`src/loop_branch_pkg.sv`:
```
package loop_branch_pkg;

    // First-byte encodings; partial fields hold only the fixed upper bits
    localparam logic [4:0] OP_DEC_BR_REG_HI = 5'h1b;
    localparam logic [7:0] OP_DEC_BR_DIR    = 8'hd5;
    localparam logic [7:0] OP_INC_ACC       = 8'h04;
    localparam logic [4:0] OP_INC_REG_HI    = 5'h01;
    localparam logic [7:0] OP_INC_DIR       = 8'h05;
    localparam logic [6:0] OP_INC_IND_HI    = 7'h03;
    localparam logic [7:0] OP_INC_PTR       = 8'ha3;
    localparam logic [7:0] OP_BIT_JUMP      = 8'h20;
    localparam logic [7:0] OP_CLEAR_JUMP    = 8'h10;
    localparam logic [7:0] OP_CARRY_JUMP    = 8'h40;
    localparam logic [7:0] OP_JMP_IND       = 8'h73;

    // Field positions inside the opcode
    localparam int REG_SEL_MSB = 2;
    localparam int IND_SEL_BIT = 0;

    // Instruction lengths in bytes
    localparam logic [1:0] LEN_ONE   = 2'd1;
    localparam logic [1:0] LEN_TWO   = 2'd2;
    localparam logic [1:0] LEN_THREE = 2'd3;

    // Machine cycles per instruction
    localparam logic [1:0] CYC_ONE = 2'd1;
    localparam logic [1:0] CYC_TWO = 2'd2;

    // Byte and word arithmetic
    localparam logic [7:0]  BYTE_ONE  = 8'h01;
    localparam logic [7:0]  BYTE_ZERO = 8'h00;
    localparam logic [15:0] WORD_ONE  = 16'h0001;

    // Values after reset
    localparam logic [15:0] PC_RESET   = 16'h0000;
    localparam logic [15:0] POINTER_RESET = 16'h0000;
    localparam logic [7:0]  DATA_RESET = 8'h00;

    typedef enum logic [2:0] {
        TGT_NONE,
        TGT_ACC,
        TGT_REG,
        TGT_DIRECT,
        TGT_INDIRECT
    } target_e;

    typedef enum logic [0:0] {
        ST_IDLE,
        ST_SECOND
    } exec_state_e;

endpackage

```
`src/loop_increment_branch_exec.sv`:
```
// Operation
// RULE1: Decrement wraps, branch if nonzero, flags kept
// RULE2: Advance past instruction, then add displacement
// RULE3: Register form two bytes, direct three, two cycles
// RULE4: Port operand read from output latch
// RULE5: Byte increment wraps, no flag changes
// RULE6: Four increment forms, one cycle each
// RULE7: Pointer increment sixteen bit, two cycles
// RULE8: Bit set: advance three, branch if one
// RULE9: Bit set: clear bit and branch, else fall
// RULE10: Clear-test of port bit uses output latch
// RULE11: Carry set: advance two, branch by byte two
// RULE12: Indirect jump: accumulator plus pointer into counter
// RULE13: Decode listed first-byte opcodes and fields
module loop_increment_branch_exec
    import loop_branch_pkg::*;
(
    input  wire logic        clk,
    input  wire logic        rst_b,
    input  wire logic        start,
    input  wire logic [7:0]  opcode,
    input  wire logic [7:0]  operand_1,
    input  wire logic [7:0]  operand_2,
    input  wire logic [15:0] pc,
    input  wire logic [7:0]  acc,
    input  wire logic [15:0] data_pointer,
    input  wire logic        carry,
    input  wire logic [7:0]  reg_value,
    input  wire logic [7:0]  mem_value,
    input  wire logic [7:0]  latch_value,
    input  wire logic        operand_is_port,
    input  wire logic        bit_pin,
    input  wire logic        bit_latch,
    input  wire logic        bit_is_port,
    output logic             busy,
    output logic             done,
    output logic             unknown_op,
    output logic [15:0]      pc_next,
    output logic             branch_taken,
    output logic [1:0]       instr_length,
    output logic             wr_en,
    output target_e          wr_target,
    output logic [2:0]       reg_select,
    output logic             ind_select,
    output logic [7:0]       wr_data,
    output logic             pointer_wr,
    output logic [15:0]      pointer_out,
    output logic             bit_clear
);

    function automatic logic [15:0] advance(input logic [15:0] base, input logic [1:0] len);
        return base + {14'h0000, len};
    endfunction

    function automatic logic [15:0] rel_add(input logic [15:0] base, input logic [7:0] rel);
        return base + {{8{rel[7]}}, rel};
    endfunction

    exec_state_e state_reg;
    exec_state_e state_next;

    logic        busy_reg;
    logic        done_reg;
    logic        unknown_op_reg;
    logic [15:0] pc_next_reg;
    logic        branch_taken_reg;
    logic [1:0]  instr_length_reg;
    logic        wr_en_reg;
    target_e     wr_target_reg;
    logic [2:0]  reg_select_reg;
    logic        ind_select_reg;
    logic [7:0]  wr_data_reg;
    logic        pointer_wr_reg;
    logic [15:0] pointer_out_reg;
    logic        bit_clear_reg;
    logic        pend_wr_reg;
    logic        pend_ptr_reg;
    logic        pend_clr_reg;

    // Decode
    wire is_dec_br_reg = opcode[7:3] == OP_DEC_BR_REG_HI; // RULE13
    wire is_dec_br_dir = opcode == OP_DEC_BR_DIR; // RULE13
    wire is_inc_acc    = opcode == OP_INC_ACC; // RULE13
    wire is_inc_reg    = opcode[7:3] == OP_INC_REG_HI; // RULE13
    wire is_inc_dir    = opcode == OP_INC_DIR; // RULE13
    wire is_inc_ind    = opcode[7:1] == OP_INC_IND_HI; // RULE13
    wire is_inc_ptr    = opcode == OP_INC_PTR; // RULE13
    wire is_bit_jump   = opcode == OP_BIT_JUMP; // RULE13
    wire is_clear_jump = opcode == OP_CLEAR_JUMP; // RULE13
    wire is_carry_jump = opcode == OP_CARRY_JUMP; // RULE13
    wire is_jmp_ind    = opcode == OP_JMP_IND; // RULE13

    wire is_dec_br   = is_dec_br_reg | is_dec_br_dir;
    wire is_inc_byte = is_inc_acc | is_inc_reg | is_inc_dir | is_inc_ind; // RULE6
    wire is_known    = is_dec_br | is_inc_byte | is_inc_ptr | is_bit_jump |
                       is_clear_jump | is_carry_jump | is_jmp_ind;
    wire accept      = start & (state_reg == ST_IDLE);
    wire two_cycle   = is_known & ~is_inc_byte; // RULE3 RULE7 RULE8 RULE11 RULE12

    // Port bytes are modified from the latch so a loaded pin cannot corrupt them
    wire       reg_form  = is_dec_br_reg | is_inc_reg;
    wire [7:0] mem_src   = operand_is_port ? latch_value : mem_value; // RULE4
    wire [7:0] src_byte  = reg_form ? reg_value : (is_inc_acc ? acc : mem_src);
    wire [7:0] dec_byte  = src_byte - BYTE_ONE; // RULE1
    wire [7:0] inc_byte  = src_byte + BYTE_ONE; // RULE5

    // Plain bit test samples the pin; the clearing test sees the latch for port bits
    wire clear_test_bit = bit_is_port ? bit_latch : bit_pin; // RULE10

    wire [1:0] len = (is_dec_br_dir | is_bit_jump | is_clear_jump) ? LEN_THREE :
                     (is_dec_br_reg | is_carry_jump | is_inc_dir) ? LEN_TWO : LEN_ONE; // RULE3 RULE6
    wire [7:0] rel = (is_dec_br_reg | is_carry_jump) ? operand_1 : operand_2;

    wire taken = (is_dec_br & (dec_byte != BYTE_ZERO)) // RULE1
               | (is_bit_jump & bit_pin) // RULE8
               | (is_clear_jump & clear_test_bit) // RULE9
               | (is_carry_jump & carry); // RULE11

    wire [15:0] seq_pc    = advance(pc, len); // RULE2
    wire [15:0] jump_pc   = data_pointer + {8'h00, acc}; // RULE12
    wire [15:0] target_pc = is_jmp_ind ? jump_pc :
                            (taken ? rel_add(seq_pc, rel) : seq_pc); // RULE2 RULE8 RULE11

    wire target_e dec_target = is_inc_acc ? TGT_ACC :
                               reg_form ? TGT_REG :
                               is_inc_ind ? TGT_INDIRECT :
                               (is_dec_br_dir | is_inc_dir) ? TGT_DIRECT : TGT_NONE;
    wire dec_wr   = is_dec_br | is_inc_byte;
    wire dec_clr  = is_clear_jump & clear_test_bit; // RULE9

    wire finish_now = (accept & ~two_cycle) | (state_reg == ST_SECOND);
    wire fin_wr     = (state_reg == ST_SECOND) ? pend_wr_reg : dec_wr;
    wire fin_ptr    = (state_reg == ST_SECOND) ? pend_ptr_reg : 1'b0;
    wire fin_clr    = (state_reg == ST_SECOND) ? pend_clr_reg : 1'b0;

    always_comb begin
        state_next = state_reg;
        case (state_reg)
            ST_IDLE: begin
                if (accept && two_cycle) begin
                    state_next = ST_SECOND;
                end
            end
            ST_SECOND: state_next = ST_IDLE;
            default:   state_next = ST_IDLE;
        endcase
    end

    always_ff @(posedge clk) begin
        if (!rst_b) begin
            state_reg <= ST_IDLE;
            busy_reg  <= 1'b0;
            done_reg  <= 1'b0;
        end else begin
            state_reg <= state_next;
            busy_reg  <= state_next == ST_SECOND;
            done_reg  <= finish_now;
        end
    end

    // Effects are pulsed together with done
    always_ff @(posedge clk) begin
        if (!rst_b) begin
            wr_en_reg     <= 1'b0;
            pointer_wr_reg <= 1'b0;
            bit_clear_reg <= 1'b0;
        end else begin
            wr_en_reg     <= finish_now & fin_wr;
            pointer_wr_reg <= finish_now & fin_ptr; // RULE7
            bit_clear_reg <= finish_now & fin_clr; // RULE9
        end
    end

    // Results stand until the next accepted instruction
    always_ff @(posedge clk) begin
        if (!rst_b) begin
            unknown_op_reg   <= 1'b0;
            pc_next_reg      <= PC_RESET;
            branch_taken_reg <= 1'b0;
            instr_length_reg <= LEN_ONE;
            wr_target_reg    <= TGT_NONE;
            reg_select_reg   <= 3'h0;
            ind_select_reg   <= 1'b0;
            wr_data_reg      <= DATA_RESET;
            pointer_out_reg  <= POINTER_RESET;
            pend_wr_reg      <= 1'b0;
            pend_ptr_reg     <= 1'b0;
            pend_clr_reg     <= 1'b0;
        end else if (accept) begin
            unknown_op_reg   <= ~is_known;
            pc_next_reg      <= is_known ? target_pc : pc;
            branch_taken_reg <= taken | is_jmp_ind;
            instr_length_reg <= len;
            wr_target_reg    <= dec_target;
            reg_select_reg   <= opcode[REG_SEL_MSB:0]; // RULE13
            ind_select_reg   <= opcode[IND_SEL_BIT]; // RULE13
            wr_data_reg      <= is_dec_br ? dec_byte : inc_byte; // RULE1 RULE5
            pointer_out_reg  <= data_pointer + WORD_ONE; // RULE7
            pend_wr_reg      <= dec_wr;
            pend_ptr_reg     <= is_inc_ptr; // RULE7
            pend_clr_reg     <= dec_clr;
        end
    end

    assign busy         = busy_reg;
    assign done         = done_reg;
    assign unknown_op   = unknown_op_reg;
    assign pc_next      = pc_next_reg;
    assign branch_taken = branch_taken_reg;
    assign instr_length = instr_length_reg;
    assign wr_en        = wr_en_reg;
    assign wr_target    = wr_target_reg;
    assign reg_select   = reg_select_reg;
    assign ind_select   = ind_select_reg;
    assign wr_data      = wr_data_reg;
    assign pointer_wr   = pointer_wr_reg;
    assign pointer_out  = pointer_out_reg;
    assign bit_clear    = bit_clear_reg;
endmodule

```
`config.mk`:
```
export PLATFORM = sky130hd
export DESIGN_NAME = loop_increment_branch_exec
export DESIGN_NICKNAME = d
export VERILOG_FILES = /design/src/loop_branch_pkg.sv /design/src/loop_increment_branch_exec.sv
export SDC_FILE = /design/constraint.sdc
export NUM_CORES = 1
export LEC_CHECK = 0
export BUFFER_PORTS_ARGS = -buffer_cell sky130_fd_sc_hd__buf_2
export CAP_MARGIN = 30
export CORE_UTILIZATION = 54
export DETAILED_ROUTE_END_ITERATION = 12
export PLACE_DENSITY = 0.83
export SYNTH_ARGS = -nofsm -noshare
export SYNTH_HDL_FRONTEND = slang
export SYNTH_SLANG_ARGS = --single-unit
```
`constraint.sdc`:
```
create_clock -name clk -period 8.1 [get_ports clk]
set_input_delay 2.025 -clock clk [delete_from_list [all_inputs] [get_ports clk]]
set_output_delay 2.025 -clock clk [all_outputs]
set_load 0.005 [all_outputs]
```
==> flow_summary.yaml, run 1 <==
status:
  status: "finished clean"
global_route:
  met3_usage: 0.0548
  use_met1: 0.443
  first_global_vias: 5297
  grt_max_degree: 50
  grt_busiest_layer: "met2"
  grtUsageMet2: 0.549
  grt_overflow: 0
  grt_usage: 0.334
  grt_pass1_wl_mm: 26.5
  antenna_found_initial: 0
drt:
  drtIter0Drc: 307
  wl_mm: 16.6
  firstDrtPassIters: 5
  routed_via_density: 6.02
  postRouteAntennaNets: 0
  wl_per_cell_um: 17.6
  drc: 0
  vias: 5656
layout:
  final_util: 0.669
  area_growth_pct: 18.8
  drive_above_1_share: 0.265
  diodes: 0
  final_area_um2: 6270
  stdcell_count: 940
  final_nets: 937
setup_path:
  startpoint_type: "primary input"
  worstPathRequired_ns: 8.30
  cp-end-kind: "flop"
  cp_max_fo: 10
  cp.arrival_ns: 6.98
  rr_worst_depth: 5
  critPathKind: "in -> reg"
floorplanning:
  die_h_um: 101
  fp-row-count: 35
  design.core.area_um2: 9370
  ios: 152
  die_w_um: 101
  die-area_um2: 10200
  start_util: 0.563
synth:
  synthFlopType: "dfxtp_1"
  synth_fp_nets: 812
  synth_top_area_frac: 0.220
  async_flop_share: 0
  yosysTopAreaCell: "dfxtp_1"
  syn_area_per_cell_um2: 7.75
  synth_edf_count: 0
  synth_area_leaders: "dfxtp_1 22%, ha_1 7.6%, a21oi_1 5.7%"
  synthCells: 681
  yosysSeqAreaShare: 0.220
  ys_ff_latch: 58
  synth_area_um2: 5280
  yosysWarnings: 0
  synth_cell_types: 72
timing:
  rsz0062_at_grt: "no"
  totalNegativeSetupSlack_ns: 0
  fin_crit_sh: 0.837
  finalSetupViolCount: 0
  final_max_slew_viol_count: 0
  min_period_ns: 6.78
  relSlewSlack: 0.391
  worst_clock_skew_ns: 0.0160
  timing.final.ws_setup_ns: 1.32
  hold_viol: 0
  tightest_slew_ns: 0.890
  max_freq_mhz: 147
placement:
  dp_cells: 924
  pre_cts_ws_ns: 1.01
  dp_hpwl_mm: 12.7
  place.gp.congestion: 0.936
  placed_area_um2: 6040
  portBuffers: 151
clocking:
  htreeDepth: 3
  cts.sinks: 58
  numCtsBuffers: 9
  cts-resized-gates: 0
  clockBufferDepth: 2
  cts-root-buf: "clkbuf_8"
  clock_latency_ns: 0.36
  cts_hold_buf: 0
  cts.clk_slew.worst_paths_ns: 0.07
  cts_tree: "built"
  postCtsSetupBuffers: 0
worst_hold_path:
  hold_path_class: "reg -> reg"
  whs_path_depth: 2
power_and_ir_drop:
  intPower_w: 0.000617
  power_frac_seq: 0.338
  ir_worst_vdd_uv: 97.0
  p_leak_nw: 2.72
  sw_frac_of_total: 0.336
  p_per_area_nw_per_um2: 148
  pwr-share-clk: 0.345
  p_comb_frac: 0.317
  p_sw_w: 0.000312
job:
  maxCapViolCount: 0
## worst max-delay path, cell delays in order
cell	delay (ns)
buf_2	0.17
or2_1	0.30
or4_1	0.45
o21ai_1	0.14
nand3_1	0.36
nand2_1	0.24
a211oi_1	0.12
fa_1	0.52
nor4b_1	0.49
nand2_1	0.12
xnor2_1	0.18
ha_1	0.36
and3_1	0.30
nand2_1	0.08
or3_1	0.37
a32oi_1	0.24
xnor2_1	0.17
a21oi_1	0.10
o21ai_1	0.16
a31oi_1	0.09
## power groups by stage
stage	clock network, W	logic [W]	registers, W
after floorplan	0	0.000188	0.000322
after global placement	0	0.000283	0.000320
after detailed placement	0	0.000288	0.000321
after CTS	0.000324	0.000291	0.000314
after global routing	0.000338	0.000324	0.000316
final	0.000320	0.000294	0.000314
## through the flow
stage | hold WS [ns] | total power, W
after floorplan | 0.432 | 0.000510
after global placement | 0.439 | 0.000603
after detailed placement | 0.451 | 0.000609
after CTS | 0.461 | 0.000928
after global routing | 0.478 | 0.000978
final | 0.461 | 0.000929
## cells in the mapped netlist (3+ instances only)
| cell type | number |
|---|---|
| nand2b_1 | 5 |
| o211ai_1 | 11 |
| nor3_2 | 6 |
| ha_1 | 32 |
| buf_6 | 4 |
| mux2i_1 | 8 |
| o221ai_1 | 3 |
| nor3_1 | 20 |
| or3_1 | 9 |
| mux2_2 | 15 |
| nor2b_1 | 6 |
| nor4b_1 | 3 |
| a311oi_1 | 4 |
| o21ai_1 | 3 |
| a211oi_1 | 26 |
| a31oi_1 | 5 |
| a21oi_1 | 60 |
| o22ai_1 | 4 |
| nand3_1 | 24 |
| inv_1 | 20 |
| xor2_1 | 26 |
| a21o_1 | 6 |
| or4_1 | 3 |
| nand4_1 | 5 |
| a221oi_1 | 4 |
| o21ai_0 | 42 |
| nand2_1 | 56 |
| dfxtp_1 | 58 |
| clkbuf_1 | 30 |
| buf_2 | 5 |
| xnor2_1 | 34 |
| fa_1 | 3 |
| a211o_1 | 3 |
| and3_1 | 14 |
| o31ai_1 | 8 |
| nor2_1 | 66 |
## layout make-up
class	count	area, µm²
multi-input cells	560	3840
fillers	857	3100
flip-flops and latches	58	1160
repair buffers	157	801
well taps	129	161
clock buffers	12	155
inverters	20	75.1
clock inverters	4	73.8
## kinds of logic after synthesis
family	share of synthesized area
and+or+nand+nor	0.220
AOI/OAI and AO/OA	0.271
buffers and inverters	0.0552
xor gates and xnor gates	0.0996
DFF	0.220
adders and majority gates	0.0872
muxes	0.0472
## path summary, 6_finish.rpt
check	startpoint	endpoint	slack, ns
hold reg to reg	pend_ptr_reg$_SDFFE_PN0P_	pend_ptr_reg$_SDFFE_PN0P_	0.46
setup reg to reg	busy$_SDFF_PP0_	pc_next[2]$_SDFFE_PN0P_	5.82
setup / recovery	opcode[3]	pc_next[15]$_SDFFE_PN0P_	1.32
hold / removal	pend_ptr_reg$_SDFFE_PN0P_	pend_ptr_reg$_SDFFE_PN0P_	0.46
## placed cells by master, fill, tap and decap left out, drive strengths merged, types with 3 or more instances in the layout
master / n
buf: 157
nor2: 66
a21oi: 62
dfxtp: 58
nand2: 57
o21ai: 45
xnor2: 34
ha: 32
a211oi: 27
xor2: 26
nor3: 26
nand3: 24
inv: 20
mux2: 15
and3: 14
clkbuf: 12
o211ai: 11
o31ai: 10
or3: 9
mux2i: 8
a21o: 6
nor2b: 6
a221oi: 6
a31oi: 5
nand2b: 5
nand4: 5
a311oi: 4
o22ai: 4
nor4b: 4
o32ai: 4
or4: 3
o221ai: 3
a211o: 3
fa: 3
nor4: 3
o21a: 3
## per-layer routing
layer / vias up / share of wire
met5: - / 0
met4: 0 / 0.027
met3: 45 / 0.078
met2: 249 / 0.46
met1: 2615 / 0.44
li1: 2747 / -
No activity file was read; power rests on OpenSTA's default activity.
==> inputs of run 2 (changes only) <==
- clock period: 8.1 -> 6.4 ns (I/O delays scaled with it)
==> flow_summary.yaml, run 2 (synthesis results as in run 1) <==
timing:
  relSlewSlack: 0.359
  min_period_ns: 5.97
  finalSetupViolCount: 0
  worst_clock_skew_ns: 0.0148
  hold_viol: 0
  tightest_slew_ns: 0.956
  final_max_slew_viol_count: 0
  hold_ws_ns: 0.459
  totalNegativeSetupSlack_ns: 0
  max_freq_mhz: 167
  rsz0062_at_grt: "no"
  fin_crit_sh: 0.933
drt:
  drc: 0
  firstDrtPassIters: 5
  routed_via_density: 6.12
  drtIter0Drc: 372
  wl_per_cell_um: 18.2
  postRouteAntennaNets: 0
  vias: 5779
  wl_mm: 17.2
global_route:
  antenna_found_initial: 0
  grt_overflow: 0
  grt_pass1_wl_mm: 26.9
  first_global_vias: 5498
  grt_usage: 0.343
  grt_max_degree: 74
floorplanning:
  ios: 152
  design.core.area_um2: 9370
  die-area_um2: 10200
  die_w_um: 101
  die_h_um: 101
  fp-row-count: 35
  start_util: 0.563
setup_path:
  cp_slowest_stage_delay_ns: 0.72
  cp_slowest_cell: "or4b_2"
  cp.arrival_ns: 6.24
  worstPathRequired_ns: 6.67
  critPathKind: "in -> reg"
  cp_max_fo: 10
  path_cells: "buf_2, or2_1, or4_1, nor2_1, a31oi_1, nor2_1, a211oi_1, inv_1, ha_1, a21oi_1, or4b_2, xnor2_1, ha_1, and3_1, nand2_1, or3_1, a32oi_1, xnor2_1, and3_1, o21ai_1, a31oi_1"
  startpoint_type: "primary input"
  cp-end-kind: "flop"
clocking:
  cts-root-buf: "clkbuf_8"
  postCtsSetupBuffers: 0
  cts_hold_buf: 0
  clock_latency_ns: 0.36
  cts-resized-gates: 0
  htreeDepth: 3
  cts.sinks: 58
  clockBufferDepth: 2
  numCtsBuffers: 9
  cts_tree: "built"
  cts.clk_slew.worst_paths_ns: 0.07
layout:
  area_growth_pct: 19.0
  stdcell_count: 944
  drive_above_1_share: 0.267
  diodes: 0
  final_nets: 941
  layout_common_cells: "151 x buf_2, 66 x nor2_1, 60 x a21oi_1"
  final_common_cell: "buf_2"
placement:
  portBuffers: 151
  dp_cells: 928
  dp_hpwl_mm: 13.0
  place.gp.congestion: 0.964
status:
  status: "finished clean"
power_and_ir_drop:
  p_leak_nw: 2.73
  p_per_area_nw_per_um2: 184
  ir_worst_vdd_uv: 112
worst_hold_path:
  hold_path_class: "reg -> reg"
job:
  maxCapViolCount: 0
-- run 2: cell types whose count changed in the layout (fill, tap and decap cells not counted), sizes merged --
cell,previous run,this run
clkbuf,12,11
buf,157,161
clkinv,2,3
-- run 2: path summary, 6_finish.rpt --
path	from	to	slack, ns	cells after the start
max reg2reg	busy$_SDFF_PP0_	pc_next[2]$_SDFFE_PN0P_	4.70	5
max	opcode[3]	pc_next[15]$_SDFFE_PN0P_	0.43	21
min	reg_select[1]$_SDFFE_PN0P_	reg_select[1]$_SDFFE_PN0P_	0.46	2
min reg2reg	reg_select[1]$_SDFFE_PN0P_	reg_select[1]$_SDFFE_PN0P_	0.46	2
-- run 2: metrics by stage --
| stage | total power [W] | utilization | instance area, µm² | worst slack [ns] |
|---|---|---|---|---|
| after floorplan | 0.000646 | - | 5280 | 0.417 |
| after global placement | 0.000767 | 0.648 | 6070 | 0.290 |
| after detailed placement | 0.000776 | 0.648 | 6070 | 0.155 |
| after CTS | 0.00116 | 0.670 | 6280 | 0.503 |
| after global routing | 0.00122 | 0.670 | 6280 | 0.133 |
| final | 0.00116 | 0.670 | 6280 | 0.427 |
-- run 2: worst max-delay path: cells and delay by family --
family | cells | cell delay, ns
AND/OR/NAND/NOR | 9 | 2.07
adder cells (fa/ha/maj) | 2 | 0.65
AO/OA/AOI/OAI | 6 | 1.24
XOR/XNOR | 2 | 0.37
buffers and inverters | 2 | 0.31
-- run 2: final cells by class --
| type | instances | area (µm²) |
|---|---|---|
| inverters | 20 | 75.1 |
| clock buffers | 11 | 131 |
| multi-input cells | 560 | 3840 |
| well taps | 129 | 161 |
| flip-flops and latches | 58 | 1160 |
| fillers | 816 | 3090 |
| clock inverters | 5 | 78.8 |
| repair buffers | 161 | 831 |
-- run 2: power breakdown --
group | total (W) | internal [W] | switching [W] | leakage [nW]
registers | 0.000398 | 0.000386 | 0.0000124 | 0.480
clock network | 0.000382 | 0.000219 | 0.000163 | 0.107
logic | 0.000378 | 0.000156 | 0.000222 | 2.14
-- run 2: per-layer routing --
| metal | track usage | wire [µm] | up-vias |
|---|---|---|---|
| met3 | 0.0479 | 1180 | 45 |
| met4 | 0.132 | 462 | 0 |
| met1 | 0.450 | 7550 | 2719 |
| met2 | 0.570 | 8030 | 257 |
| met5 | 0 | 0 | - |
| li1 | - | - | 2758 |
==> inputs of run 3 (changes only) <==
==> constraint.sdc (replaced) <==
create_clock -name clk -period 6.4 [get_ports clk]
set_input_delay 0.32 -clock clk [delete_from_list [all_inputs] [get_ports clk]]
set_output_delay 0.32 -clock clk [all_outputs]
set_load 0.005 [all_outputs]
==> flow_summary.yaml, run 3 (synthesis results as in run 1) <==
clocking:
  cts.sinks: 58
  cts_hold_buf: 0
  cts-resized-gates: 0
  htreeDepth: 3
  clockBufferDepth: 2
  numCtsBuffers: 9
  cts_tree: "built"
  postCtsSetupBuffers: 0
  clock_latency_ns: 0.33
  cts-root-buf: "clkbuf_8"
  cts.clk_slew.worst_paths_ns: 0.07
timing:
  relSlewSlack: 0.410
  hold_viol: 0
  rsz0062_at_grt: "no"
  fin_crit_sh: 0.807
  finalSetupViolCount: 0
  min_period_ns: 5.16
  max_freq_mhz: 194
  totalNegativeSetupSlack_ns: 0
  final_max_slew_viol_count: 0
  tightest_slew_ns: 0.863
  worst_clock_skew_ns: 0.0113
floorplanning:
  ios: 152
  die-area_um2: 10200
  die_w_um: 101
  fp-row-count: 35
  die_h_um: 101
  design.core.area_um2: 9370
  start_util: 0.563
global_route:
  grt_usage: 0.335
  grt_max_degree: 74
  antenna_found_initial: 0
  grt_overflow: 0
  grt_pass1_wl_mm: 26.4
  first_global_vias: 5287
placement:
  portBuffers: 151
  place.gp.congestion: 0.931
  dp_hpwl_mm: 12.9
  dp_cells: 924
layout:
  drive_above_1_share: 0.265
  final_nets: 937
  final_util: 0.665
  stdcell_count: 938
  final_common_cell: "buf_2"
  layout_common_cells: "151 x buf_2, 66 x nor2_1, 60 x a21oi_1"
  diodes: 0
  area_growth_pct: 18.1
worst_hold_path:
  hold_path_class: "in -> reg"
  whs_path_depth: 2
  hp-start: "data_pointer[0]"
  holdPathEnd: "pointer_out[0]$_SDFFE_PN0P_"
drt:
  routed_via_density: 6.04
  firstDrtPassIters: 5
  wl_per_cell_um: 17.9
  drc: 0
  drtIter0Drc: 339
  postRouteAntennaNets: 0
  wl_mm: 16.8
  vias: 5667
setup_path:
  worstPathRequired_ns: 6.61
  critPathKind: "in -> reg"
  path_cells: "buf_2, or2_1, or4_1, o21ai_1, nand3_1, nand2_1, a211oi_1, inv_1, ha_1, a21oi_1, or4b_2, xnor2_1, ha_1, a21o_1, a21o_1, o41ai_1, o31ai_1, a2111oi_0, o21ai_1"
  rr_worst_depth: 5
  cp_slowest_cell: "or4b_2"
  startpoint_type: "primary input"
  rr_startpoint: "busy$_SDFF_PP0_"
  r2r_setup_slack_ns: 4.10
  cp.arrival_ns: 5.37
  cp_max_fo: 10
  cp_slowest_stage_delay_ns: 0.73
  cp-end-kind: "flop"
  r2r-end: "pc_next[2]$_SDFFE_PN0P_"
power_and_ir_drop:
  ir_worst_vdd_uv: 119
  p_per_area_nw_per_um2: 181
  p_leak_nw: 2.70
status:
  status: "finished clean"
job:
  maxCapViolCount: 0
[run 3: cell types whose count changed in the layout (fill, tap and decap cells not counted)]
cell       before  now
clkbuf_1        2    0
bufinv_16       2    1
buf_4          10    6
clkinv_4        1    0
clkbuf_8        9   11
[run 3: how the worst max path moves through the flow]
stage                   start                       end  slack [ns]
global placement    opcode[3]  pc_next[15]$_SDFFE_PN0P_        1.16
finish              opcode[3]  pc_next[13]$_SDFFE_PN0P_        1.24
detailed placement  opcode[3]  pc_next[13]$_SDFFE_PN0P_        1.01
floorplan           opcode[3]  pc_next[15]$_SDFFE_PN0P_        1.70
CTS                 opcode[3]  pc_next[13]$_SDFFE_PN0P_        1.31
global route        opcode[3]  pc_next[13]$_SDFFE_PN0P_        0.94
[run 3: where the power goes]
part | total (W) | switching (W) | internal [W]
registers | 0.000398 | 0.0000125 | 0.000386
logic | 0.000374 | 0.000219 | 0.000154
clock network | 0.000355 | 0.000159 | 0.000196
[run 3: per-layer routing]
metal,vias to the layer above,share of wire,track usage
met4,0,0.018,0.100
li1,2745,-,-
met3,23,0.069,0.0506
met2,235,0.47,0.571
met1,2664,0.44,0.437
met5,-,0,0
[run 3: layout make-up]
type                            count  area, µm²
Clock buffer                       11        151
Timing Repair Buffer              157        801
Inverter                           20       75.1
Sequential cell                    58       1160
Clock inverter                      3       40.0
Multi-Input combinational cell    560       3840
Tap cell                          129        161
Fill cell                         845       3140
[run 3: worst max-delay path, delay by kind of cell]
kind | cells | cell delay, ns
AOI/OAI and AO/OA | 9 | 2.24
and+or+nand+nor | 5 | 1.65
adders and majority gates | 2 | 0.61
buffers and inverters | 2 | 0.30
xor gates and xnor gates | 1 | 0.25
[run 3: per-stage QoR]
stage	power (W)	cell area, µm²	hold WS, ns	setup WS (ns)
6_report	0.00113	6230	0.246	1.24
5_1_grt	0.00119	6230	0.222	0.941
4_1_cts	0.00113	6230	0.231	1.31
3_5_place_dp	0.000773	6040	0.448	1.01
3_3_place_gp	0.000766	6040	0.439	1.16
2_1_floorplan	0.000646	5280	0.416	1.70
